--- src/cie_pkg.sv ---
// constants, layouts and types of the interrupt entry and exit block
package cie_pkg;

    // widths and counts
    localparam int PC_W = 15;
    localparam int NSYNC = 2;
    localparam int NASYNC = 1;
    localparam int NCORE = NSYNC + NASYNC;
    localparam int PERIPH_W = 8;
    localparam int NIRQ = 4;
    localparam int ADDR_W = 12;

    // fixed vector for interrupt entry
    localparam logic [PC_W-1:0] VECTOR_ADDR = 15'h0004;

    // register byte offsets
    localparam logic [ADDR_W-1:0] OFS_CTRL = 12'h000;
    localparam logic [ADDR_W-1:0] OFS_PFLAG1 = 12'h004;
    localparam logic [ADDR_W-1:0] OFS_PFLAG2 = 12'h008;
    localparam logic [ADDR_W-1:0] OFS_PEN1 = 12'h00c;
    localparam logic [ADDR_W-1:0] OFS_PEN2 = 12'h010;
    localparam logic [ADDR_W-1:0] OFS_ISTAT = 12'h014;
    localparam logic [ADDR_W-1:0] OFS_IEN = 12'h018;
    localparam logic [ADDR_W-1:0] OFS_ICLR = 12'h01c;
    localparam logic [ADDR_W-1:0] OFS_STATE = 12'h020;
    localparam logic [ADDR_W-1:0] OFS_SHADOW = 12'h024;

    // reset values
    localparam logic [7:0] CTRL_RST = 8'h00;
    localparam logic [PERIPH_W-1:0] PFLAG_RST = 8'h00;
    localparam logic [PERIPH_W-1:0] PEN_RST = 8'h00;
    localparam logic [NIRQ-1:0] IEN_RST = 4'h0;

    // block status event positions
    localparam int EV_ENTRY = 0;
    localparam int EV_RETURN = 1;
    localparam int EV_OVF = 2;
    localparam int EV_UNF = 3;

    // core interrupt control word: bit 7 global, bit 6 group, 5:3 enables, 2:0 flags
    typedef struct packed {
        logic global_int_enable;
        logic peripheral_group_int_enable;
        logic [NCORE-1:0] en;
        logic [NCORE-1:0] flag;
    } cie_ctrl_t;

    // critical context copied to the shadow on entry
    typedef struct packed {
        logic [7:0] acc;
        logic [4:0] alu_flags;
        logic [4:0] bank_sel;
        logic [6:0] pc_high;
    } cie_ctx_t;

    typedef enum logic [2:0] {
        ST_RUN = 3'b001,
        ST_FLUSH = 3'b010,
        ST_VECTOR = 3'b100
    } cie_state_t;

endpackage : cie_pkg

--- src/cie_sync3.sv ---
// three-stage input synchroniser with agreement filter
`timescale 1ns/100ps
module cie_sync3 #(
    parameter int W = 1
) (
    // clock, reset and clock enable
    input wire logic pclk,
    input wire logic presetn,
    input wire logic cen,
    // asynchronous input and filtered level
    input wire logic [W-1:0] async_in,
    output logic [W-1:0] level
);

    logic [W-1:0] s1_q;
    logic [W-1:0] s2_q;
    logic [W-1:0] s3_q;
    logic [W-1:0] level_q;

    always_ff @(posedge pclk or negedge presetn) begin
        if (!presetn) begin
            s1_q <= '0;
            s2_q <= '0;
            s3_q <= '0;
        end else if (cen) begin
            s1_q <= async_in;
            s2_q <= s1_q;
            s3_q <= s2_q;
        end
    end

    // level follows only where the last two stages agree
    always_ff @(posedge pclk or negedge presetn) begin
        if (!presetn) begin
            level_q <= '0;
        end else if (cen) begin
            level_q <= (s2_q & s3_q) | (level_q & (s2_q | s3_q));
        end
    end

    assign level = level_q;

endmodule : cie_sync3

--- src/cie_ctrl.sv ---
// interrupt entry and exit sequencer with apb register file
//
// Implementation choices: the address map and the APB interface to the registers.
`timescale 1ns/100ps
module cie_ctrl import cie_pkg::*; #(
    parameter int STACK_DEPTH = 16
) (
    // clock, reset, clock enable
    input wire logic pclk,
    input wire logic presetn,
    input wire logic cen,
    // apb slave
    input wire logic psel,
    input wire logic penable,
    input wire logic pwrite,
    input wire logic [ADDR_W-1:0] paddr,
    input wire logic [31:0] pwdata,
    output logic [31:0] prdata,
    output logic pready,
    output logic pslverr,
    // event sources
    input wire logic [NSYNC-1:0] core_evt,
    input wire logic [NASYNC-1:0] async_evt_pin,
    input wire logic [PERIPH_W-1:0] periph_evt_one,
    input wire logic [PERIPH_W-1:0] periph_evt_two,
    // processor core
    input wire logic [PC_W-1:0] cpu_pc,
    input wire cie_ctx_t cpu_ctx,
    input wire logic return_from_interrupt_instr,
    input wire logic cpu_two_cycle,
    output logic flush_prefetch,
    output logic pc_load,
    output logic [PC_W-1:0] pc_load_addr,
    output cie_ctx_t ctx_restore,
    output logic ctx_restore_valid,
    output logic global_int_enable,
    // block interrupt
    output logic irq
);

    localparam int SPW = $clog2(STACK_DEPTH);

    function automatic logic pend_fn(input logic [PERIPH_W-1:0] f, input logic [PERIPH_W-1:0] e);
        pend_fn = |(f & e);
    endfunction : pend_fn

    cie_ctrl_t ctrl_q;
    logic [PERIPH_W-1:0] pflag1_q;
    logic [PERIPH_W-1:0] pflag2_q;
    logic [PERIPH_W-1:0] pen1_q;
    logic [PERIPH_W-1:0] pen2_q;
    logic [NIRQ-1:0] istat_q;
    logic [NIRQ-1:0] istat_d;
    logic [NIRQ-1:0] ien_q;
    logic irq_q;
    cie_state_t state_q;
    cie_ctx_t shadow_q;
    cie_ctx_t ctx_restore_q;
    logic ctx_restore_valid_q;
    logic flush_q;
    logic pc_load_q;
    logic [PC_W-1:0] pc_load_addr_q;
    logic [PC_W-1:0] stack_mem [STACK_DEPTH];
    logic [SPW-1:0] sp_q;
    logic [SPW:0] depth_q;
    logic [31:0] prdata_q;
    logic pready_q;
    logic pslverr_q;
    logic [31:0] rd_d;
    logic err_d;
    logic [NASYNC-1:0] async_lvl;
    logic [NASYNC-1:0] async_prev_q;
    logic [NCORE-1:0] core_set_w;
    logic access_w;
    logic wr_w;
    logic pend_w;
    logic take_w;
    logic ret_w;
    logic [SPW-1:0] sp_dec_w;

    cie_sync3 #(.W(NASYNC)) u_async_sync (
        .pclk(pclk),
        .presetn(presetn),
        .cen(cen),
        .async_in(async_evt_pin),
        .level(async_lvl)
    );

    // apb handshake: one wait state, answer on the second access cycle
    assign access_w = psel && penable && !pready_q;
    assign wr_w = cen && psel && penable && pready_q && pwrite;

    // captured asynchronous rising edges join the synchronous core events
    assign core_set_w = {async_lvl & ~async_prev_q, core_evt};

    assign pend_w = global_int_enable && (pend_fn(PERIPH_W'(ctrl_q.flag), PERIPH_W'(ctrl_q.en))
        || (ctrl_q.peripheral_group_int_enable && (pend_fn(pflag1_q, pen1_q)
        || pend_fn(pflag2_q, pen2_q))));

    // entry waits for the second cycle of a two-cycle instruction
    assign take_w = cen && state_q == ST_RUN && pend_w && !cpu_two_cycle && !ret_w;
    assign ret_w = cen && state_q == ST_RUN && return_from_interrupt_instr;
    assign sp_dec_w = (sp_q == '0) ? SPW'(STACK_DEPTH - 1) : sp_q - 1'b1;

    always_ff @(posedge pclk or negedge presetn) begin
        if (!presetn) begin
            async_prev_q <= '0;
        end else if (cen) begin
            async_prev_q <= async_lvl;
        end
    end

    // core control word: global enable, group enable, core enables and flags
    always_ff @(posedge pclk or negedge presetn) begin
        if (!presetn) begin
            ctrl_q <= CTRL_RST;
        end else if (cen) begin
            if (wr_w && paddr == OFS_CTRL) begin
                ctrl_q <= cie_ctrl_t'(pwdata[7:0]);
            end
            ctrl_q.flag <= ((wr_w && paddr == OFS_CTRL) ? pwdata[NCORE-1:0] : ctrl_q.flag)
                | core_set_w;
            if (take_w) begin
                ctrl_q.global_int_enable <= 1'b0;
            end else if (ret_w) begin
                ctrl_q.global_int_enable <= 1'b1;
            end else if (wr_w && paddr == OFS_CTRL) begin
                ctrl_q.global_int_enable <= pwdata[7];
            end
        end
    end

    // peripheral flags: event set wins over a software clear
    always_ff @(posedge pclk or negedge presetn) begin
        if (!presetn) begin
            pflag1_q <= PFLAG_RST;
            pflag2_q <= PFLAG_RST;
        end else if (cen) begin
            pflag1_q <= ((wr_w && paddr == OFS_PFLAG1) ? pwdata[PERIPH_W-1:0] : pflag1_q)
                | periph_evt_one;
            pflag2_q <= ((wr_w && paddr == OFS_PFLAG2) ? pwdata[PERIPH_W-1:0] : pflag2_q)
                | periph_evt_two;
        end
    end

    always_ff @(posedge pclk or negedge presetn) begin
        if (!presetn) begin
            pen1_q <= PEN_RST;
            pen2_q <= PEN_RST;
        end else if (wr_w) begin
            if (paddr == OFS_PEN1) begin
                pen1_q <= pwdata[PERIPH_W-1:0];
            end else if (paddr == OFS_PEN2) begin
                pen2_q <= pwdata[PERIPH_W-1:0];
            end
        end
    end

    // sequencer: run, flush with push, vector load
    always_ff @(posedge pclk or negedge presetn) begin
        if (!presetn) begin
            state_q <= ST_RUN;
        end else if (cen) begin
            case (state_q)
                ST_RUN: begin
                    if (take_w) begin
                        state_q <= ST_FLUSH;
                    end
                end
                ST_FLUSH: begin
                    state_q <= ST_VECTOR;
                end
                ST_VECTOR: begin
                    state_q <= ST_RUN;
                end
                default: begin
                    state_q <= ST_RUN;
                end
            endcase
        end
    end

    // core-facing strobes
    always_ff @(posedge pclk or negedge presetn) begin
        if (!presetn) begin
            flush_q <= 1'b0;
            pc_load_q <= 1'b0;
            pc_load_addr_q <= '0;
            ctx_restore_valid_q <= 1'b0;
        end else if (cen) begin
            flush_q <= take_w;
            pc_load_q <= (state_q == ST_FLUSH) || ret_w;
            ctx_restore_valid_q <= ret_w;
            if (state_q == ST_FLUSH) begin
                pc_load_addr_q <= VECTOR_ADDR;
            end else if (ret_w) begin
                pc_load_addr_q <= stack_mem[sp_dec_w];
            end
        end
    end

    always_ff @(posedge pclk or negedge presetn) begin
        if (!presetn) begin
            shadow_q <= '0;
            ctx_restore_q <= '0;
        end else if (cen) begin
            if (take_w) begin
                shadow_q <= cpu_ctx;
            end
            if (ret_w) begin
                ctx_restore_q <= shadow_q;
            end
        end
    end

    // hardware return stack
    always_ff @(posedge pclk) begin
        if (take_w) begin
            stack_mem[sp_q] <= cpu_pc;
        end
    end

    always_ff @(posedge pclk or negedge presetn) begin
        if (!presetn) begin
            sp_q <= '0;
            depth_q <= '0;
        end else if (take_w) begin
            sp_q <= (sp_q == SPW'(STACK_DEPTH - 1)) ? '0 : sp_q + 1'b1;
            if (depth_q != (SPW + 1)'(STACK_DEPTH)) begin
                depth_q <= depth_q + 1'b1;
            end
        end else if (ret_w) begin
            sp_q <= sp_dec_w;
            if (depth_q != '0) begin
                depth_q <= depth_q - 1'b1;
            end
        end
    end

    // block status: set wins over write-one-to-clear
    always_comb begin
        istat_d = istat_q;
        if (wr_w && paddr == OFS_ICLR) begin
            istat_d = istat_d & ~pwdata[NIRQ-1:0];
        end
        istat_d[EV_ENTRY] = istat_d[EV_ENTRY] | take_w;
        istat_d[EV_RETURN] = istat_d[EV_RETURN] | ret_w;
        istat_d[EV_OVF] = istat_d[EV_OVF]
            | (take_w && depth_q == (SPW + 1)'(STACK_DEPTH));
        istat_d[EV_UNF] = istat_d[EV_UNF] | (ret_w && depth_q == '0);
    end

    always_ff @(posedge pclk or negedge presetn) begin
        if (!presetn) begin
            istat_q <= '0;
            ien_q <= IEN_RST;
            irq_q <= 1'b0;
        end else if (cen) begin
            istat_q <= istat_d;
            if (wr_w && paddr == OFS_IEN) begin
                ien_q <= pwdata[NIRQ-1:0];
            end
            irq_q <= |(istat_d & ((wr_w && paddr == OFS_IEN) ? pwdata[NIRQ-1:0] : ien_q));
        end
    end

    // read decode
    always_comb begin
        rd_d = '0;
        err_d = 1'b0;
        if (paddr == OFS_CTRL) begin
            rd_d = 32'(ctrl_q);
        end else if (paddr == OFS_PFLAG1) begin
            rd_d = 32'(pflag1_q);
        end else if (paddr == OFS_PFLAG2) begin
            rd_d = 32'(pflag2_q);
        end else if (paddr == OFS_PEN1) begin
            rd_d = 32'(pen1_q);
        end else if (paddr == OFS_PEN2) begin
            rd_d = 32'(pen2_q);
        end else if (paddr == OFS_ISTAT) begin
            rd_d = 32'(istat_q);
        end else if (paddr == OFS_IEN) begin
            rd_d = 32'(ien_q);
        end else if (paddr == OFS_ICLR) begin
            rd_d = '0;
        end else if (paddr == OFS_STATE) begin
            rd_d = 32'({depth_q, sp_q, state_q});
        end else if (paddr == OFS_SHADOW) begin
            rd_d = 32'(shadow_q);
        end else begin
            err_d = 1'b1;
        end
    end

    always_ff @(posedge pclk or negedge presetn) begin
        if (!presetn) begin
            pready_q <= 1'b0;
            pslverr_q <= 1'b0;
            prdata_q <= 32'h0000_0000;
        end else if (cen) begin
            pready_q <= access_w;
            pslverr_q <= access_w && err_d;
            if (access_w && !pwrite) begin
                prdata_q <= rd_d;
            end
        end
    end

    assign prdata = prdata_q;
    assign pready = pready_q;
    assign pslverr = pslverr_q;
    assign flush_prefetch = flush_q;
    assign pc_load = pc_load_q;
    assign pc_load_addr = pc_load_addr_q;
    assign ctx_restore = ctx_restore_q;
    assign ctx_restore_valid = ctx_restore_valid_q;
    assign global_int_enable = ctrl_q.global_int_enable;
    assign irq = irq_q;
endmodule : cie_ctrl

--- config.mk ---
export PLATFORM = sky130hd
export DESIGN_NAME = cie_ctrl
export DESIGN_NICKNAME = d
export VERILOG_FILES = /design/src/cie_pkg.sv /design/src/cie_sync3.sv /design/src/cie_ctrl.sv
export SDC_FILE = /design/constraint.sdc
export NUM_CORES = 1
export LEC_CHECK = 0
export ABC_CLOCK_PERIOD_IN_PS = 3500
export BUFFER_PORTS_ARGS = -buffer_cell sky130_fd_sc_hd__buf_2
export CAP_MARGIN = 20
export CELL_PAD_IN_SITES_DETAIL_PLACEMENT = 1
export CELL_PAD_IN_SITES_GLOBAL_PLACEMENT = 2
export CORE_MARGIN = 5
export CORE_UTILIZATION = 37
export CTS_CLUSTER_DIAMETER = 50
export CTS_CLUSTER_SIZE = 8
export DETAILED_ROUTE_END_ITERATION = 16
export HOLD_SLACK_MARGIN = 0.06
export PLACE_DENSITY_LB_ADDON = 0.3
export SLEW_MARGIN = 20
export SYNTH_ARGS = -nofsm -noshare
export SYNTH_HDL_FRONTEND = slang
export SYNTH_SLANG_ARGS = --single-unit
--- constraint.sdc ---
create_clock -name pclk -period 3.5 [get_ports pclk]
set_clock_uncertainty 0.15 [all_clocks]
set_input_delay 0.175 -clock pclk [delete_from_list [all_inputs] [get_ports pclk]]
set_output_delay 0.175 -clock pclk [all_outputs]
set_load 0.02 [all_outputs]
### After elaboration in Yosys (flattened, before gate mapping)

Memories as Yosys holds them, arrays and structs flattened.
Cells that the tools add are included.

* $add $sub $neg: 4
* eq/ne operators: 16
* mux-type cells: 42
* bitwise operators: 20
* reduce and logical (&&, ||, !) cells: 51

Operator list (number)
* two-way mux 25 bit: 9
* equality test 12 x 5 -> 1 bit, second input constant: 4
* two-way mux 32 bit: 1
* two-way mux 15 bit: 2
* equality test 12 x 4 -> 1 bit, second input constant: 2
* equality test 12 x 6 -> 1 bit, second input constant: 2
* two-way mux 4 bit: 6
* OR reduction 8 bit: 3
* logical AND 1 bit: 22
* two-way mux 5 bit: 4
* AND 8 bit: 2
* two-way mux 8 bit: 2
* bitwise OR 8 bit: 2
* AND reduction 2 bit: 8
* two-way mux 1 bit: 15
* equality test 12 x 3 -> 1 bit, second input constant: 1
* logical NOT 12 bit: 1
* AND 4 bit: 2
* two-way mux 3 bit: 2
* bitwise OR 1 bit: 6
* case mux 3 bit (2 select lines): 1
* AND reduction 3 bit: 2
* nonzero test 2 bit: 3
* adder 5 x 1 -> 5 bit, second input constant: 1
* 22 further kinds: 30

* register bits after elaboration: 168
* bits in writable memories: 240
* output and inout bits: 79
* word-level logic and storage cells: 168
* memories: 1

Memory list
* stack_mem: words 16, width 15, read ports 1, clocked after memory_dff 0, wr ports 1, RTL line cie_ctrl.sv:63 `logic [PC_W-1:0] stack_mem [STACK_DEPTH];`

### Logic depth before layout (Yosys ltp)

Gate-level depths: netlist (run 1).

* depth in word-level cells: 13
* gate-level depth with buffers: 14
* mapped depth without buffers: 11

### Modules after synthesis

A second synthesis (run 1) with hierarchy kept.

* cells, all modules: 1141
* area, all modules: 16474.6 um2

Modules (own cells, without submodules)
* cie_ctrl: instances 1, cells an instance 1131, area an instance 16318.2 um2, sequential area each 11136.9 um2
* cie_sync3: instances 1, cells an instance 10, area an instance 156.4 um2, sequential area each 100.1 um2

### Worst setup path after synthesis (run 1)

No wires, ideal clock.

* path type: register -> register
* start: reg state_q[0]
* end: mem stack_mem[0][0] (enable)
* setup time: 0.406 ns
* data arrival time: 3.111 ns
* setup slack: -0.167 ns
* cell stages (with the launch flop): 8
* path buffers: 1
* cells stage by stage: dfstp_2 > nor4bb_1 > and3b_1 > nand3_1 > o21ai_2 > clkbuf_1 > nand2_1 > nor3_1

* longest elaborated chain between the ends: 7
* elaborated cells between the ends (all ways): 9

Ends and longest elaborated chain
* start: declaration: RTL line cie_ctrl.sv:56 `cie_state_t state_q;`
* start signal: assignment: RTL line cie_ctrl.sv:162 `state_q <= ST_RUN;`
* start signal: assignment: RTL line cie_ctrl.sv:167 `state_q <= ST_FLUSH;`
* start signal: assignment: RTL line cie_ctrl.sv:171 `state_q <= ST_VECTOR;`
* equality test 3 x 1 -> 1 bit *: RTL line cie_ctrl.sv:101, cie_ctrl.sv:102
* logical AND 1 bit *: RTL line cie_ctrl.sv:101, cie_ctrl.sv:102
* logical AND 1 bit (on tied branches): RTL line cie_ctrl.sv:101, cie_ctrl.sv:102
* logical AND 1 bit / logical NOT 1 bit (equally long branches): RTL line cie_ctrl.sv:101 `assign take_w = cen && state_q == ST_RUN && pend_w && !cpu_two_cycle && !ret_w;`
* logical AND 1 bit *: RTL line cie_ctrl.sv:101
* two-way mux 1 bit *: RTL line cie_ctrl.sv:218 `if (take_w) begin`
* two-way mux 1 bit (implied by the code) *: RTL line cie_ctrl.sv:219 `stack_mem[sp_q] <= cpu_pc;`
* end: declaration: RTL line cie_ctrl.sv:63

Every way passes the cells marked *; elsewhere a longest branch is shown, timed or not.

### Worst setup path after layout (run 1)

* start: in paddr[8]
* end: reg ctrl_q[1] (netlist bit)

* longest elaborated chain between the ends: 4

Ends and longest elaborated chain
* start: declaration: RTL line cie_ctrl.sv:16 `input wire logic [ADDR_W-1:0] paddr,`
* logical NOT 12 bit: RTL line cie_ctrl.sv:121 `ctrl_q.flag <= ((wr_w && paddr == OFS_CTRL) ? pwdata[NCORE-1:0] : ctrl_q.flag)`
* logical AND 1 bit: RTL line cie_ctrl.sv:121
* two-way mux 3 bit: RTL line cie_ctrl.sv:121
* bitwise OR 3 bit: RTL line cie_ctrl.sv:122 `| core_set_w;`
* end signal: assignment: RTL line cie_ctrl.sv:119 `ctrl_q <= cie_ctrl_t'(pwdata[7:0]);`
* end: declaration: RTL line cie_ctrl.sv:47 `cie_ctrl_t ctrl_q;`

Every way passes these cells.
A chain may end at the register's enable or synchronous reset.

==> results of run 1 <==
[flip-flops by register name (all words and copies together), names as in the netlist, 3 cells and up]
name          count
ctrl_q            7
pflag2_q          8
pflag1_q          8
stack_mem       240
istat_q           4
depth_q           5
shadow_q         25
pen1_q            8
ien_q             4
state_q           3
ctx_restore      25
prdata           25
sp_q              4
pc_load_addr     15
pen2_q            8
[power by group]
part	total (mW)	switching [mW]	internal [mW]
sequential	5.40	0.185	5.21
combinational	3.43	1.79	1.64
clock	5.36	2.08	3.28
[worst paths after layout]
| path | start | endpoint | slack (ps) | cells after the start |
|---|---|---|---|---|
| max reg2reg | state_q[0] | depth_q[4] | 300 | 12 |
| min reg2reg | ctx_restore[6] | ctx_restore[6] | 320 | 2 |
| min | paddr[7] | prdata[11] | 120 | 4 |
| min in group asynchronous | presetn | state_q[0] | 540 | 3 |
| max | paddr[8] | ctrl_q[1] | 150 | 9 |
| max in group asynchronous | presetn | shadow_q[22] | 2160 | 4 |
[cell usage after synthesis, types with 3 or more instances]
library cell	count
edfxtp_1	240
nand2_1	227
dfrtp_1	160
mux4_2	60
mux2_2	53
a21oi_1	48
clkbuf_1	42
o21ai_0	38
nor2_1	33
a22o_1	18
a222oi_1	15
mux2i_1	13
buf_2	11
inv_1	11
nand3_1	11
nor3_1	11
a21o_1	10
ha_1	8
buf_4	7
nand2b_1	7
a211oi_1	6
a31oi_1	6
nor4_1	6
a221oi_1	5
o31ai_1	5
a22oi_1	4
and2_1	4
buf_1	4
or3_1	4
a32oi_1	3
nand3b_1	3
nor2b_1	3
nor3_2	3
o22ai_1	3
or2_2	3
xor2_1	3
[cells by family (layout without fill, tap and decap cells)]
kind of cell | Yosys count | count (layout) | synth area share (%)
AOI/OAI and AO/OA | 176 | 176 | 7.22
other | 1 | 7 | 0.0228
buffers and inverters | 78 | 428 | 2.07
muxes | 126 | 126 | 12.6
DFF | 401 | 401 | 68.2
adders and majority gates | 9 | 9 | 0.729
and+or+nand+nor | 331 | 331 | 8.86
xor gates and xnor gates | 5 | 5 | 0.266
[area by class of cell]
cell class | instances | area (um^2)
fillers | 4518 | 23100
flip-flops and latches | 401 | 11200
multi-input cells | 654 | 4960
repair buffers | 309 | 2260
clock buffers | 97 | 1660
well taps | 592 | 741
clock inverters | 9 | 124
inverters | 13 | 48.8
[metrics by stage]
stage	cells	hold WS (ps)	area [um^2]
2_1_floorplan	1133	-271	16500
3_3_place_gp	1865	81.5	18200
3_5_place_dp	1865	81.3	18200
4_1_cts	2075	68.0	21000
5_1_grt	2075	136	21000
6_report	2075	119	21000
[timing repair]
| item | 4_1_cts | 5_1_grt |
|---|---|---|
| hold buffers | 104 | 0 |
| endpoints found under the setup margin | 0 | 0 |
| hold endpoints to repair | 481 | 0 |
[routing by layer]
metal | vias to the layer above | wire, um
met2 | 278 | 23500
met4 | 0 | 1300
li1 | 4865 | -
met3 | 93 | 2180
met1 | 5563 | 20900
met5 | - | 0
[critical path, stage by stage]
cell	delay, ps
dlygate4sd3_1	530
buf_2	120
or4_4	430
or3_4	480
or3_1	550
nor3_2	550
a21oi_1	150
dlygate4sd3_1	570
o21ai_0	150
[placed cells by master, fill, tap and decap left out, drive strengths merged, types with 4 or more instances in the layout]
cell / count
edfxtp: 240
nand2: 227
buf: 206
dfrtp: 160
dlygate4sd3: 103
clkbuf: 97
mux4: 60
mux2: 53
a21oi: 48
o21ai: 40
nor2: 34
a22o: 18
a222oi: 15
nor3: 14
mux2i: 13
inv: 12
nand3: 11
a21o: 10
clkinv: 9
ha: 8
nand2b: 7
conb: 7
nor4: 7
a31oi: 6
a211oi: 6
a221oi: 5
o31ai: 5
or3: 5
a22oi: 4
and2: 4
==> results.yml, run 1 <==
status:
  status: "finished, final reports clean"
critical_path:
  start_kind: "input port"
  cp.arrival_ps: 3710
  critPathRequiredTime_ps: 3860
  critical_path_class: "in -> reg"
  crit_path_end_kind: "flip-flop"
  crit_fanout: 12
layout:
  syn2layout_area_growth_pct: 27.7
  nets: 1558
  drive_above_1_share_pct: 28.0
  utilization_pct: 47.7
  antenna_cells: 0
global_route:
  use_met1_pct: 26.7
  grt_pass1_vias: 12079
  grt_max_degree: 66
  grt.total_usage_pct: 19.7
  top_usage_layer: "met2"
  met2_usage_pct: 32.5
  grtUsageMet3_pct: 3.75
  antenna_found_initial: 0
  grt_overflow_total: 0
  grt_pass1_wl_um: 75400
cts:
  htreeDepth: 2
  clk_latency_ps: 620
  cts.sinks: 401
  cts_tree: "yes"
  root_buffer: "clkbuf_16"
  cts_buffers: 59
  clk_pin_slew_ps: 50
  clk_path_buf_depth: 3
  cts_setup_buffers: 0
  ctsResizeCount: 0
yosys:
  synthDistinctLibCells: 69
  yosys.area.top_type_share_pct: 43.8
  syn_area_um2: 16500
  avgSynthCellArea_um2: 14.6
  ys_seq_area_share_pct: 68.2
  async_flop_share_pct: 40.1
  synth_top_cell_by_area: "edfxtp_1"
  ys_ff_latch: 401
  synthTopCellsByArea: "edfxtp_1 (44%), dfrtp_1 (24%), mux4_2 (8.2%), nand2_1 (5.2%), mux2_2 (3.6%)"
  ys.flop_type: "edfxtp_1"
  yosysWarnings: 0
  synth_edf_count: 240
  netlist_instances: 1127
pwr:
  powerDensity_nw_per_um2: 675
  leakagePower_nw: 8.55
  vdd_drop_max_v: 0.000529
  finalPower_mw: 14.2
floorplanning:
  core_area_um2: 44100
  die_y_um: 221
  die_w_um: 221
  boundaryPins: 190
  num_rows: 77
  start_util_pct: 37.3
  die_area_um2: 48800
placed_design:
  dp_hpwl_um: 30800
  portBuffers: 158
  dp_slack_ps: 272
  routabilityCongestion: 0.821
timing:
  fmax_ghz: 0.298
  setup-tns-final_ps: 0
  worst_pin_slew_ps: 1110
  worst_slew_margin_rel_pct: 25.8
  period_minus_slack_ps: 3350
  setup_ws_ps: 149
  slew_violations: 0
  final_hold_viol_count: 0
  setup_viol: 0
  rsz0062_at_grt: "false"
  final.period_utilization_pct: 95.8
job:
  drv_cap: 0
route:
  drt_wl_total_um: 47900
  first_iter_violations: 799
  vias: 10799
  final_antenna_net_count: 0
  wire_per_inst_um: 23.1
  viasPerCell: 5.20
  drc: 0
  drt_first_pass_iters: 5
min_path:
  holdCritPathClass: "in -> reg"
No activity file was read; power rests on OpenSTA's default activity.
==> run 2: changes to the inputs <==
Settings changed: CELL_PAD_IN_SITES_GLOBAL_PLACEMENT 2 to 1, CORE_UTILIZATION 37 to 44, GPL_TIMING_DRIVEN set to 0.
==> run 2 against run 1 <==
  * Sequential share of layout area is 0.29 points higher
  * Flip-flop and latch count unchanged
  * Cell count down 5.3%
  * Final area fell by 0.54%
  * Die area shrank 15%
  * Global-route usage increased by 4.3 points
  * Sequential power barely moved
  * Utilization is 9.2 points higher
==> results.yml, run 2 (synthesis gave the netlist of run 1 again) <==
status:
  status: "finished, final reports clean"
layout:
  largest_register: "stack_mem"
  layout_commonest_cell: "edfxtp_1"
  fill_cells: 3553
  syn2layout_area_growth_pct: 27.0
  nets: 1581
  largest_reg_flops: 240
  final_cell_mix: "edfxtp_1 (240), nand2_1 (227), buf_2 (162), dfrtp_1 (160), dlygate4sd3_1 (95)"
  antenna_cells: 0
  drive_above_1_share_pct: 27.8
timing:
  period_minus_slack_ps: 3390
  worst_pin_slew_ps: 914
  fmax_ghz: 0.295
  setup_viol: 0
  slew_violations: 0
  setup_ws_ps: 109
  final.period_utilization_pct: 96.9
  final_hold_viol_count: 0
  hold_ws_ps: 101
  worst_slew_margin_rel_pct: 39.1
pwr:
  switching_power_mw: 4.20
  p_clk_share_pct: 36.1
  p_sw_share_pct: 29.8
  p_comb_share_pct: 25.6
  leakagePower_nw: 8.47
  seq_power_share_pct: 38.3
  powerDensity_nw_per_um2: 674
  p_int_mw: 9.89
  vdd_drop_max_v: 0.000462
global_route:
  antenna_found_initial: 0
  grt_pass1_wl_um: 75600
  grt.total_usage_pct: 23.9
  grt_pass1_vias: 12344
  grt_max_degree: 93
  grt_overflow_total: 0
job:
  drv_cap: 0
critical_path:
  critPathRequiredTime_ps: 3830
  path_cells: "clkbuf_2, inv_1, ha_1, buf_1, clkbuf_1, mux4_2, mux2_2, nand2_1, nand2_1"
  reg2reg_depth: 9
  crit_fanout: 10
  slowest_stage: "clkbuf_1"
  r2r_slack_ps: 110
  crit_path_max_incr_delay_ps: 610
  r2r-start: "sp_q[0]"
  crit_start: "sp_q[0]"
  critical_path_class: "reg -> reg"
  cpMostUsedCell: "nand2_1"
  crit_buf_inv: 4
  start_kind: "flip-flop"
  cp.arrival_ps: 3720
  rr_endpoint: "pc_load_addr[12]"
  cpLargestDelayFamily: "buffers and inverters"
  crit_path_end_kind: "flip-flop"
floorplanning:
  boundaryPins: 190
  num_rows: 70
  start_util_pct: 44.8
  die_area_um2: 41400
  core_area_um2: 36800
  die_w_um: 203
  die_y_um: 203
cts:
  clk_path_buf_depth: 3
  cts.sinks: 401
  clk_pin_slew_ps: 50
  htreeDepth: 2
  root_buffer: "clkbuf_16"
  cts_tree: "yes"
  clk_latency_ps: 600
  cts_buffers: 58
route:
  vias: 11217
  viasPerCell: 5.71
  wire_per_inst_um: 25.1
  drt_wl_total_um: 49400
  first_iter_violations: 843
  drt_first_pass_iters: 5
  wl_met1_um: 20200
  final_antenna_net_count: 0
  top_layer_used: "met4"
  drc: 0
  route.met3.wl_um: 2720
  dr_wl_met2_um: 25200
placed_design:
  dp_hpwl_um: 32400
  portBuffers: 155
  dp_slack_ps: -836
  routabilityCongestion: 0.869
min_path:
  holdCritPathClass: "in -> async"
run 2: cell types whose count changed in the layout (fill, tap and decap cells not counted), moves of 8 or more:
| cell | previous run | this run |
|---|---|---|
| clkbuf_1 | 34 | 66 |
| nor2_1 | 33 | 21 |
| buf_4 | 43 | 14 |
| nor2_2 | 1 | 9 |
| buf_8 | 0 | 10 |
| dlygate4sd3_1 | 103 | 95 |
run 2: per-layer routing:
layer | global-route usage (%) | vias up
met3 | 4.33 | 89
met2 | 41.4 | 371
li1 | - | 4907
met4 | 7.28 | 0
met1 | 31.0 | 5850
met5 | 0 | -
run 2: per-stage QoR:
step | instances | setup TNS, ps | power, mW | instance area (um^2) | utilization (%)
detailed placement | 1771 | -118000 | 8.95 | 18200 | 49.4
global placement | 1756 | -330200 | 8.81 | 17900 | 48.6
floorplan | 1133 | 0 | 7.75 | 16500 | -
global route | 1966 | -2.93 | 14.7 | 20900 | 56.9
CTS | 1966 | 0 | 14.2 | 20900 | 56.7
finish | 1966 | 0 | 14.1 | 20900 | 56.9
run 2: worst max path at each step:
stage / endpoint / cells after the start / slack [ps]
2_1_floorplan: depth_q[4] / 12 / 130
3_3_place_gp: stack_mem[6][8] / 7 / -1220
3_5_place_dp: depth_q[4] / 12 / -840
4_1_cts: depth_q[4] / 11 / 10
5_1_grt: pc_load_addr[1] / 9 / -3
6_report: pc_load_addr[12] / 9 / 110
run 2: repair_timing:
action,in CTS,in global routing
gates resized for setup,15,17
hold endpoints to repair,489,0
hold buffers,95,0
pin swaps,2,0
setup endpoints to repair,260,94
setup buffers,4,0
run 2: final cells by class:
| class | instances | area [um^2] | area share [%] |
|---|---|---|---|
| Clock buffer | 91 | 1590 | 7.58 |
| Tap cell | 468 | 586 | 2.80 |
| Inverter | 13 | 51.3 | 0.245 |
| Buffer | 64 | 314 | 1.50 |
| Multi-Input combinational cell | 654 | 5070 | 24.2 |
| Timing Repair Buffer | 269 | 1980 | 9.47 |
| Clock inverter | 6 | 92.6 | 0.443 |
| Sequential cell | 401 | 11200 | 53.7 |
run 2: worst reg2reg max path, cell delays in order (launching register included):
cell and delay [ps]:
dfrtp_1 400, clkbuf_2 290, inv_1 180, ha_1 320, buf_1 450, clkbuf_1 610, mux4_2 430, mux2_2 290
nand2_1 100, nand2_1 60
run 2: power groups by stage:
stage	Clock [mW]	Sequential, mW	Combinational, mW
global route	5.43	5.41	3.86
finish	5.10	5.40	3.61
floorplan	0	5.53	2.21
detailed placement	0	5.47	3.48
CTS	5.20	5.39	3.64
global placement	0	5.46	3.34
==> run 3: changes to the inputs <==
Settings changed: ABC_CLOCK_PERIOD_IN_PS 3500 to 3300, CORE_UTILIZATION 44 to 48.
Clock period 3.5 ns to 3.3 ns, I/O delays scaled along.
==> run 3 against run 2 <==
  * Count of clock-buffer cells in the layout unchanged
  * Sequential share of layout area fell by 0.40 points
  * Final area increased by 0.77%
  * Critical path type unchanged
  * Largest cell class unchanged
  * Largest power group unchanged
==> results.yml, run 3 (synthesis gave the netlist of run 1 again) <==
status:
  status: "finished, final reports clean"
layout:
  final_cell_mix: "edfxtp_1 (240), nand2_1 (227), buf_2 (162), dfrtp_1 (158), dlygate4sd3_1 (97)"
  fill_cells: 3235
  nets: 1594
  stdcell_area_um2: 21100
  drive_above_1_share_pct: 28.8
  syn2layout_area_growth_pct: 28.0
  largest_register: "stack_mem"
  layout_commonest_cell: "edfxtp_1"
  largest_reg_flops: 240
  utilization_pct: 62.6
route:
  final_antenna_net_count: 0
  wire_per_inst_um: 27.1
  drt_first_pass_iters: 5
  viasPerCell: 5.96
  drc: 0
  drt_wl_total_um: 53100
  first_iter_violations: 959
  vias: 11684
timing:
  setup_ws_ps: 73.0
  final_hold_viol_count: 0
  fmax_ghz: 0.310
  worst_slew_margin_rel_pct: 43.2
  rsz0062_at_grt: "false"
  slew_violations: 0
  worst_pin_slew_ps: 853
  final.period_utilization_pct: 97.8
  period_minus_slack_ps: 3230
  setup_viol: 0
min_path:
  hold_end: "ien_q[3]"
  hold_path_depth: 5
  holdCritPathClass: "in -> reg"
  min-delay-start: "paddr[0]"
critical_path:
  r2r_slack_ps: 70
  critical_path_class: "reg -> reg"
  reg2reg_depth: 7
  crit_path_end_kind: "flip-flop"
  cp.arrival_ps: 3540
  crit_fanout: 10
  rr_endpoint: "pc_load_addr[6]"
  start_kind: "flip-flop"
  crit_start: "sp_q[0]"
  critPathRequiredTime_ps: 3610
  r2r-start: "sp_q[0]"
cts:
  cts_tree: "yes"
  cts.sinks: 401
  root_buffer: "clkbuf_16"
  clk_path_buf_depth: 3
  clk_pin_slew_ps: 50
  htreeDepth: 2
  clk_latency_ps: 600
  cts_buffers: 56
global_route:
  grt_pass1_vias: 12755
  grt.total_usage_pct: 27.7
  grt_max_degree: 97
  antenna_found_initial: 2
  grt_overflow_total: 0
  grt_pass1_wl_um: 80200
floorplanning:
  die_area_um2: 38100
  num_rows: 67
  die_y_um: 195
  die_w_um: 195
  boundaryPins: 190
  start_util_pct: 48.9
  core_area_um2: 33700
pwr:
  vdd_drop_max_v: 0.000499
  finalPower_mw: 15.1
  leakagePower_nw: 8.58
  powerDensity_nw_per_um2: 716
placed_design:
  place_area_um2: 18200
  portBuffers: 155
  routabilityCongestion: 0.885
  dp_slack_ps: -905
  dp_hpwl_um: 33300
job:
  drv_cap: 0
-- run 3: timing repair --
action | 4_1_cts | 5_1_grt
hold buffers | 98 | 0
endpoints found under the hold margin | 487 | 0
resized for setup | 21 | 22
pin swaps | 5 | 2
cloned | 0 | 0
buffers inserted | 11 | 3
endpoints found under the setup margin | 260 | 143
-- run 3: how the worst max path moves through the flow --
stage                                   to  slack (ps)
after global placement    stack_mem[5][14]       -1330
after detailed placement  pc_load_addr[10]        -910
after CTS                       depth_q[4]           6
final                      pc_load_addr[6]          70
after floorplan           stack_mem[12][0]          10
after global routing      stack_mem[11][5]           3
-- run 3: report_power, final --
group          switching [mW]  internal (mW)  total, mW  leakage (nW)
Clock                    2.14           3.24       5.38         0.783
Combinational            2.24           1.74       3.98          3.59
Sequential              0.213           5.53       5.74          4.21
-- run 3: final cells by class --
cell class	instances	area [um^2]	share of cell area (%)
clock buffer	91	1590	7.52
buffer	63	319	1.51
antenna	3	7.51	0.0356
inverter	13	56.3	0.267
sequential	401	11200	53.3
clock inverter	2	60.1	0.285
tap	448	561	2.66
timing repair buffer	285	2170	10.3
multi-input combinational	654	5080	24.1
-- run 3: worst max-delay path, stage by stage (launching register included) --
cell	delay (ps)
dfrtp_2	490
inv_1	170
ha_1	330
buf_1	380
clkbuf_1	690
mux4_2	430
a222oi_1	310
nand2_1	150
-- run 3: metrics by stage --
stage | cells | TNS, ps | hold WS (ps)
floorplan | 1133 | 0 | -281
global placement | 1736 | -417390 | 218
detailed placement | 1754 | -176680 | 31.2
CTS | 1954 | 0 | 82.1
global route | 1959 | 0 | 130
finish | 1960 | 0 | 110
-- run 3: layer usage --
metal | part of all wire [%] | track usage, % | vias to the layer above
met5 | 0 | 0 | -
met4 | 3.6 | 10.2 | 0
met3 | 6.6 | 5.00 | 134
met2 | 51 | 48.0 | 554
met1 | 39 | 35.1 | 6060
li1 | - | - | 4936
